`src/logic/maq_pkg.sv`:
```
// shared constants and carrier types for the alarm qualify and mask block
package maq_pkg;

    // register indices; byte address is four times the index
    localparam logic [7:0] IDX_CFG0 = 8'h4C;
    localparam logic [7:0] IDX_CFG1 = 8'h4D;
    localparam logic [7:0] IDX_AEN  = 8'h4E;
    localparam logic [7:0] IDX_STAT = 8'h4F;

    localparam logic [15:0] CFG0_RST = 16'h0000;
    localparam logic [15:0] CFG1_RST = 16'h0070;
    localparam logic [15:0] AEN_RST  = 16'h0000;

    // writable bits; all others are reserved and read zero
    localparam logic [15:0] CFG0_WMASK = 16'h0200;
    localparam logic [15:0] CFG1_WMASK = 16'h03F8;
    localparam logic [15:0] AEN_WMASK  = 16'h7FFC;

    // field positions
    localparam int PIN_EN_BIT    = 9;
    localparam int RATE_LSB      = 8;
    localparam int CHAN_QUAL_LSB = 5;
    localparam int TEMP_QUAL_LSB = 3;
    localparam int LATCH_DIS_BIT = 2;

    // alarm sources, aligned with enable bits 14..3; bit 0 is thermal
    localparam int NSRC        = 15;
    localparam int THERMAL_BIT = 0;
    localparam logic [NSRC-1:0] CHAN_SRC_MASK = 15'h7800;

    localparam logic [8:0] CNT_MAX    = 9'h100;
    localparam logic [2:0] HSIZE_WORD = 3'h2;

    typedef struct packed {
        logic            valid;
        logic [NSRC-1:0] oor;
    } maq_sample_t;

    typedef struct packed {
        logic [15:0]           cfg0;
        logic [15:0]           cfg1;
        logic [15:0]           aen;
        logic [NSRC-1:0]       oor;
        logic [NSRC-1:0][8:0]  cnt;
        logic [NSRC-1:0]       flag;
        logic                  alarm_n;
        logic [2:0]            div;
        logic                  conv_tick;
        logic                  dwr;
        logic [7:0]            didx;
        logic [31:0]           rdata;
    } maq_state_t;

    function automatic logic [8:0] chan_qual_n(input logic [2:0] sel);
        // shift count is one bit wider than sel so that code 7 reaches 256
        chan_qual_n = (sel == 3'h0) ? 9'h001 : 9'(10'h001 << ({1'b0, sel} + 4'h1));
    endfunction

    function automatic logic [8:0] temp_qual_n(input logic [1:0] sel);
        temp_qual_n = 9'(9'h001 << sel);
    endfunction

    function automatic logic [2:0] rate_mask(input logic [1:0] sel);
        rate_mask = 3'(4'h1 << sel) - 3'h1;
    endfunction

endpackage

```
`src/logic/maq_monitor_alarm.sv`:
```
// alarm qualification, pin masking and rate select with an AHB-Lite register slave
`timescale 1ns/1ps
`default_nettype none

module maq_monitor_alarm
    import maq_pkg::*;
(
    input  wire logic        hclk,
    input  wire logic        hresetn,
    input  wire logic        hsel,
    input  wire logic [31:0] haddr,
    input  wire logic [1:0]  htrans,
    input  wire logic        hwrite,
    input  wire logic [2:0]  hsize,
    input  wire logic [31:0] hwdata,
    input  wire logic        hready,
    output logic             hreadyout,
    output logic             hresp,
    output logic      [31:0] hrdata,
    input  wire logic        adc_base_tick,
    input  wire maq_sample_t sample,
    output logic             adc_conv_tick,
    output logic             alarm_n
);

    maq_state_t s;
    maq_state_t n;

    logic            take;
    logic            addr_ok;
    logic [7:0]      aidx;
    logic            rd;
    logic            stat_rd;
    logic            pin_en;
    logic            latch_dis;
    logic [NSRC-1:0] gated;

    // zero wait states: every transfer completes in its first data cycle
    assign hreadyout = 1'b1;
    assign hresp     = 1'b0;

    assign take    = hsel && hready && htrans[1];
    assign addr_ok = (haddr[31:10] == 22'h0) && (haddr[1:0] == 2'h0);
    assign aidx    = addr_ok ? haddr[9:2] : 8'h00;
    assign rd      = take && !hwrite;
    assign stat_rd = rd && (aidx == IDX_STAT);

    always_comb begin
        logic [8:0] lim;
        logic       hit;
        lim = 9'h000;
        hit = 1'b0;
        n = s;

        // conversion strobe: one of every 1, 2, 4 or 8 base ticks
        if (adc_base_tick) begin
            n.div = s.div + 3'h1;
        end
        n.conv_tick = adc_base_tick &&
            ((s.div & rate_mask(s.cfg1[RATE_LSB +: 2])) == 3'h0);

        // data phase of a write; reserved bits are masked off on store
        if (s.dwr) begin
            unique case (s.didx)
                IDX_CFG0: begin
                    n.cfg0 = hwdata[15:0] & CFG0_WMASK;
                end
                IDX_CFG1: begin
                    n.cfg1 = hwdata[15:0] & CFG1_WMASK;
                end
                IDX_AEN: begin
                    n.aen = hwdata[15:0] & AEN_WMASK;
                end
                default: begin
                    n.dwr = 1'b0;
                end
            endcase
        end

        n.dwr  = take && hwrite && (hsize == HSIZE_WORD);
        n.didx = aidx;

        // read data is taken from the updated copy so a write just before
        // a read of the same register is seen
        if (rd) begin
            unique case (aidx)
                IDX_CFG0: begin
                    n.rdata = {16'h0000, n.cfg0};
                end
                IDX_CFG1: begin
                    n.rdata = {16'h0000, n.cfg1};
                end
                IDX_AEN: begin
                    n.rdata = {16'h0000, n.aen};
                end
                IDX_STAT: begin
                    n.rdata = {17'h00000, s.flag};
                end
                default: begin
                    n.rdata = 32'h00000000;
                end
            endcase
        end

        latch_dis = n.aen[LATCH_DIS_BIT];

        for (int i = 0; i < NSRC; i++) begin
            if (sample.valid) begin
                n.oor[i] = sample.oor[i];
                if (!sample.oor[i]) begin
                    n.cnt[i] = 9'h000;
                end else if (s.cnt[i] != CNT_MAX) begin
                    n.cnt[i] = s.cnt[i] + 9'h001;
                end
            end
            if (CHAN_SRC_MASK[i]) begin
                lim = chan_qual_n(n.cfg1[CHAN_QUAL_LSB +: 3]);
            end else begin
                lim = temp_qual_n(n.cfg1[TEMP_QUAL_LSB +: 2]);
            end
            hit = n.oor[i] && (n.cnt[i] >= lim);
            if (latch_dis) begin
                n.flag[i] = hit;
            end else begin
                // a read clears only once the condition has gone; set wins
                if (stat_rd && !n.oor[i]) begin
                    n.flag[i] = 1'b0;
                end
                if (hit) begin
                    n.flag[i] = 1'b1;
                end
            end
        end

        // masks act on the pin path only; flags above never see them
        gated          = '0;
        gated[14:11]   = s.flag[14:11] & s.aen[14:11];
        gated[10:9]    = s.flag[10:9] & s.aen[10:9];
        gated[8:5]     = s.flag[8:5] & s.aen[8:5];
        gated[4:3]     = s.flag[4:3] & s.aen[4:3];
        pin_en         = s.cfg0[PIN_EN_BIT];
        n.alarm_n      = !(pin_en && ((|gated) || s.flag[THERMAL_BIT]));
    end

    always_ff @(posedge hclk or negedge hresetn) begin
        if (!hresetn) begin
            s.cfg0      <= CFG0_RST;
            s.cfg1      <= CFG1_RST;
            s.aen       <= AEN_RST;
            s.oor       <= '0;
            s.cnt       <= '0;
            s.flag      <= '0;
            s.alarm_n   <= 1'b1;
            s.div       <= 3'h0;
            s.conv_tick <= 1'b0;
            s.dwr       <= 1'b0;
            s.didx      <= 8'h00;
            s.rdata     <= 32'h00000000;
        end else begin
            s <= n;
        end
    end

    assign hrdata        = s.rdata;
    assign adc_conv_tick = s.conv_tick;
    assign alarm_n       = s.alarm_n;

    a_rate_full: assert property (
        @(posedge hclk) disable iff (!hresetn)
        (s.cfg1[RATE_LSB +: 2] == 2'h0) && adc_base_tick |=> adc_conv_tick
    ) else $error("full rate tick missing");

    a_rate_eighth: assert property (
        @(posedge hclk) disable iff (!hresetn)
        (s.cfg1[RATE_LSB +: 2] == 2'h3) && adc_base_tick && (s.div != 3'h0)
        |=> !adc_conv_tick
    ) else $error("eighth rate tick too often");

    a_chan_single: assert property (
        @(posedge hclk) disable iff (!hresetn)
        (n.cfg1[CHAN_QUAL_LSB +: 3] == 3'h0) && sample.valid && sample.oor[14]
        |=> s.flag[14]
    ) else $error("channel 0 flag not set after one sample");

    a_temp_single: assert property (
        @(posedge hclk) disable iff (!hresetn)
        (n.cfg1[TEMP_QUAL_LSB +: 2] == 2'h0) && sample.valid && sample.oor[10]
        |=> s.flag[10]
    ) else $error("local under flag not set after one sample");

    a_rsvd_zero: assert property (
        @(posedge hclk) disable iff (!hresetn)
        rd && (aidx == IDX_CFG1)
        |=> (hrdata[31:10] == 22'h0) && (hrdata[2:0] == 3'h0)
    ) else $error("reserved bits read nonzero");

    a_therm_pin: assert property (
        @(posedge hclk) disable iff (!hresetn)
        s.flag[THERMAL_BIT] && s.cfg0[PIN_EN_BIT] |=> !alarm_n
    ) else $error("thermal flag did not pull pin low");

    a_pin_off: assert property (
        @(posedge hclk) disable iff (!hresetn)
        !s.cfg0[PIN_EN_BIT] |=> alarm_n
    ) else $error("pin asserted while disabled");

    a_mask_gate: assert property (
        @(posedge hclk) disable iff (!hresetn)
        ((s.flag & s.aen[14:0] & 15'h7FF8) == 15'h0) && !s.flag[THERMAL_BIT]
        |=> alarm_n
    ) else $error("masked flag reached pin");

    a_count_clear: assert property (
        @(posedge hclk) disable iff (!hresetn)
        sample.valid && !sample.oor[11] |=> (s.cnt[11] == 9'h000)
    ) else $error("counter not cleared on good sample");

    a_unlatched_drop: assert property (
        @(posedge hclk) disable iff (!hresetn)
        n.aen[LATCH_DIS_BIT] && sample.valid && !sample.oor[9] |=> !s.flag[9]
    ) else $error("unlatched flag held after condition ended");

    a_chan0_gate: assert property (
        @(posedge hclk) disable iff (!hresetn)
        s.flag[14] && s.aen[14] && s.cfg0[PIN_EN_BIT] |=> !alarm_n
    ) else $error("channel 0 alarm did not reach pin");

    a_chan1_gate: assert property (
        @(posedge hclk) disable iff (!hresetn)
        s.flag[13] && s.aen[13] && s.cfg0[PIN_EN_BIT] |=> !alarm_n
    ) else $error("channel 1 alarm did not reach pin");

    a_chan2_gate: assert property (
        @(posedge hclk) disable iff (!hresetn)
        s.flag[12] && s.aen[12] && s.cfg0[PIN_EN_BIT] |=> !alarm_n
    ) else $error("channel 2 alarm did not reach pin");

    a_chan3_gate: assert property (
        @(posedge hclk) disable iff (!hresetn)
        s.flag[11] && s.aen[11] && s.cfg0[PIN_EN_BIT] |=> !alarm_n
    ) else $error("channel 3 alarm did not reach pin");

    a_local_low_gate: assert property (
        @(posedge hclk) disable iff (!hresetn)
        s.flag[10] && s.aen[10] && s.cfg0[PIN_EN_BIT] |=> !alarm_n
    ) else $error("local under alarm did not reach pin");

    a_local_high_gate: assert property (
        @(posedge hclk) disable iff (!hresetn)
        s.flag[9] && s.aen[9] && s.cfg0[PIN_EN_BIT] |=> !alarm_n
    ) else $error("local over alarm did not reach pin");

    a_diode_a_low: assert property (
        @(posedge hclk) disable iff (!hresetn)
        s.flag[8] && s.aen[8] && s.cfg0[PIN_EN_BIT] |=> !alarm_n
    ) else $error("diode a under alarm did not reach pin");

    a_diode_a_high: assert property (
        @(posedge hclk) disable iff (!hresetn)
        s.flag[7] && s.aen[7] && s.cfg0[PIN_EN_BIT] |=> !alarm_n
    ) else $error("diode a over alarm did not reach pin");

    a_diode_b_low: assert property (
        @(posedge hclk) disable iff (!hresetn)
        s.flag[6] && s.aen[6] && s.cfg0[PIN_EN_BIT] |=> !alarm_n
    ) else $error("diode b under alarm did not reach pin");

    a_diode_b_high: assert property (
        @(posedge hclk) disable iff (!hresetn)
        s.flag[5] && s.aen[5] && s.cfg0[PIN_EN_BIT] |=> !alarm_n
    ) else $error("diode b over alarm did not reach pin");

    a_diode_a_fail: assert property (
        @(posedge hclk) disable iff (!hresetn)
        s.flag[4] && s.aen[4] && s.cfg0[PIN_EN_BIT] |=> !alarm_n
    ) else $error("diode a failure alarm did not reach pin");

    a_diode_b_fail: assert property (
        @(posedge hclk) disable iff (!hresetn)
        s.flag[3] && s.aen[3] && s.cfg0[PIN_EN_BIT] |=> !alarm_n
    ) else $error("diode b failure alarm did not reach pin");

    a_flag_unmasked: assert property (
        @(posedge hclk) disable iff (!hresetn)
        (n.cfg1[CHAN_QUAL_LSB +: 3] == 3'h0) && sample.valid && sample.oor[13] && !n.aen[13]
        |=> s.flag[13]
    ) else $error("masked source did not set its flag");

    a_latched_hold: assert property (
        @(posedge hclk) disable iff (!hresetn)
        !n.aen[LATCH_DIS_BIT] && s.flag[14] && !stat_rd
        |=> s.flag[14]
    ) else $error("latched flag dropped without a status read");

    a_bad_survives_read: assert property (
        @(posedge hclk) disable iff (!hresetn)
        !n.aen[LATCH_DIS_BIT] && s.flag[14] && n.oor[14]
        |=> s.flag[14]
    ) else $error("latched flag cleared while condition present");

    a_read_clears: assert property (
        @(posedge hclk) disable iff (!hresetn)
        !n.aen[LATCH_DIS_BIT] && stat_rd && !n.oor[14]
        |=> !s.flag[14]
    ) else $error("status read did not clear resolved flag");

    a_chan_long_count: assert property (
        @(posedge hclk) disable iff (!hresetn)
        !s.flag[13] && sample.valid && (n.cfg1[CHAN_QUAL_LSB +: 3] == 3'h7) && (s.cnt[13] < 9'h0FE)
        |=> !s.flag[13]
    ) else $error("channel 1 flag set before 256 samples");

    a_temp_long_count: assert property (
        @(posedge hclk) disable iff (!hresetn)
        !s.flag[9] && sample.valid && (n.cfg1[TEMP_QUAL_LSB +: 2] == 2'h3) && (s.cnt[9] < 9'h006)
        |=> !s.flag[9]
    ) else $error("local over flag set before 8 samples");

endmodule

`default_nettype wire

```
`config.mk`:
```
export PLATFORM = sky130hd
export DESIGN_NAME = maq_monitor_alarm
export DESIGN_NICKNAME = d
export VERILOG_FILES = /design/src/logic/maq_pkg.sv /design/src/logic/maq_monitor_alarm.sv
export SDC_FILE = /design/constraint.sdc
export NUM_CORES = 1
export LEC_CHECK = 0
export BUFFER_PORTS_ARGS = -buffer_cell sky130_fd_sc_hd__buf_2
export CAP_MARGIN = 15
export CORE_ASPECT_RATIO = 1.5
export CORE_MARGIN = 4
export CORE_UTILIZATION = 60
export CTS_CLUSTER_DIAMETER = 120
export CTS_CLUSTER_SIZE = 30
export DETAILED_ROUTE_END_ITERATION = 10
export PLACE_DENSITY = 0.8
export SETUP_SLACK_MARGIN = 0.4
export SLEW_MARGIN = 0
export SYNTH_ARGS = -nofsm -noshare
export SYNTH_HDL_FRONTEND = slang
export SYNTH_SLANG_ARGS = --single-unit
export TNS_END_PERCENT = 1
```
`constraint.sdc`:
```
create_clock -name hclk -period 3.52 [get_ports hclk]
set_clock_uncertainty 0.05 [all_clocks]
set_input_delay 0.352 -clock hclk [delete_from_list [all_inputs] [get_ports hclk]]
set_output_delay 0.352 -clock hclk [all_outputs]
set_load 0.005 [all_outputs]
```
==> metrics <==
DR WL/cell=18.07 um; worst hold margin=0.04467 ns; most frequent cells in the layout=239 x dfrtp_1, 173 x nand2_1, 114 x o21ai_0; Core Region=23,830 sq um; Inst Count DP=1,931; DP Wirelength=25.42 mm; register area=6086 sq um; vias post-DR=12,250; maxcap violations=0; register area share after synthesis=41.57%; # clock sinks=243; status=completed; Port Buffers=88; IO Count=127; Ys Warns=0; multi-input logic area=7826 sq um; setup TNS=0 ns; Critical Path Start Type=flip-flop; Global Route Usage Sum=25.82%; Finish-stage setup viols=0; Final Cycle Share=between 80% and 90%; starting density of the core=a little over 60%; total routed wirelength=about 35 mm; Pre-antenna DRT Iters=8; Via density=6.251; hold path depth=2; Peak Freq=335.7 MHz; maximum VDD drop=around 0.29 mV; CTS HTree Levels=1; clk_lat worst skew=0.49 ns; remaining antenna violation count=0; commonest non-fill, non-tap cell in the layout=dfrtp_1; Final GP Congestion=0.8736; share of layout cells above drive strength 1=12.87%; Final Max Slew Viols=0; Slew Limit Headroom=39.65%; WL met3=1.912 mm; Syn Std Cell Area=~15,000 sq um; Congestion Overflow GR=0; full die area=27,020 sq um; Worst-Margin Slew=0.9019 ns; worst reg2reg path depth=12; Clock Pin Slew Worst Setup and Hold Paths=0.11 ns; final non-filler cell total=1,960; Die W=135.5 um; vias in the first global route=12,090; CTS tree=built; Post-synth EDFFs=0; row count=69; Syn Area/Cell=just over 9 sq um; top sig layer=met4; Yosys reg bits=243; DR WL met2=about 18 mm; Remaining DRCs=0; leakage power total=around 0.0074 uW; clock buffer depth=3; Main synth FF type=dfrtp_1; RSZ-0062 raised after global routing=true; drt first-iter violations=842; first-pass GRT wire length=57.64 mm; Root Buffer=clkbuf_16; initial antenna violation count=1; chip height=between 150 and 200 um; Area growth syn-to-layout=8.273%; Setup Crit Path Kind=reg2reg; P per Cell Area=411.7 nW/um^2; final hold violation count=0; ys async rst share=100.0%; fin nets=around 1,800; Met1 Routed Length=13.76 mm; Worst EP arrival=3.29 ns; critical path endpoint category=flip-flop; Synth cell types=81; FILL cells=1,914; crit-path max FO=5; Hold Crit Class=in2reg; clock buffer count from CTS=12; critical path data required time=approximately 3.8 ns; largest net degree at the start of global routing=between 90 and 100; cell count after synthesis=1,570; minimum clock period=2.979 ns
critical path: stages (launching register included):
cell and delay (ns):
dfrtp_1 0.37, and4bb_4 0.36, nand4b_4 0.21, buf_4 0.20, nor3_1 0.17, o21a_2 0.27, ha_1 0.26, nand2b_1 0.14
a21o_1 0.18, a21o_1 0.17, a21o_1 0.17, a31oi_1 0.21, o22ai_1 0.10
routing by layer:
layer / up-vias / GRT usage (%)
met5: - / 0
met4: 0 / 11.58
met3: 104 / 2.569
met2: 409 / 46.95
met1: 5938 / 30.79
li1: 5800 / -
registers in the layout (all words and copies together), names as in the netlist:
signal	cells
pin_en	1
s	224
adc_conv_tick	1
hrdata	16
alarm_n	1
through the flow:
| stage | total power [uW] | area (sq um) | worst slack [ns] | util (%) |
|---|---|---|---|---|
| 2_1_floorplan | 4431 | 14720 | 0.5402 | - |
| 3_3_place_gp | 4835 | 15320 | 0.2870 | 64.29 |
| 3_5_place_dp | 4910 | 15320 | 0.1821 | 64.29 |
| 4_1_cts | 6537 | 15740 | 0.4004 | 66.06 |
| 5_1_grt | 6936 | 15850 | 0.3784 | 66.52 |
| 6_report | 6526 | 15850 | 0.5412 | 66.52 |
report_power, final:
group,switching (uW),internal [uW]
Clock,912,702
Combinational,828,654
Sequential,371,3060
Total,2110,4410
cells in the mapped netlist, types with 26 or more instances:
library cell	instances	area share, %
and2_1	35	1.5
inv_1	103	2.6
nand2_1	177	4.5
mux2_2	30	2.3
a21oi_1	51	1.7
nor3_1	27	0.92
ha_1	111	9.5
dfrtp_1	239	41
o21ai_0	116	4.0
nand3_1	79	2.7
mux2i_1	26	1.8
clkbuf_1	40	1.0
buf_4	34	1.7
nor2_1	79	2.0
final timing paths:
check	startpoint	end	slack [ns]
min reg2reg	s[235]$_DFF_PN0_	adc_conv_tick$_DFF_PN0_	0.41
max	s[36]$_DFF_PN0_	s[59]$_DFFE_PN0P_	0.54
max in group asynchronous	hresetn	s[110]$_DFF_PN0_	2.03
max reg2reg	s[36]$_DFF_PN0_	s[59]$_DFFE_PN0P_	0.54
min	haddr[6]	s[36]$_DFF_PN0_	0.04
min in group asynchronous	hresetn	s[98]$_DFF_PN0_	0.42
cell families (layout without fill, tap and decap cells):
family	Yosys count	count (layout)	synth area share, %
AND/OR/NAND/NOR	562	563	19.95
AO/OA/AOI/OAI	387	387	17.83
adder cells (fa/ha/maj)	111	111	9.486
flip-flops	243	243	41.57
other	2	23	0.05130
multiplexers	60	60	4.538
XOR/XNOR	8	8	0.4786
buffers and inverters	197	246	6.102
final cells by class:
cell class / instances / area share (%)
multi-input cells: 1151 / 49.37
diodes: 1 / 0.01579
clock buffers: 17 / 2.147
inverters: 104 / 2.463
clock inverters: 1 / 0.1894
well taps: 319 / 2.518
repair buffers: 124 / 4.902
flip-flops and latches: 243 / 38.39
timing repair:
action / 4_1_cts / 5_1_grt
endpoints found under the hold margin: 91 / 0
setup buffers: 1 / 6
gates cloned: 0 / 2
gates resized for setup: 8 / 16
setup endpoints to repair: 7 / 13
hold buffers: 1 / 0
pin swaps: 0 / 2
No activity file was read; power rests on OpenSTA's default activity.
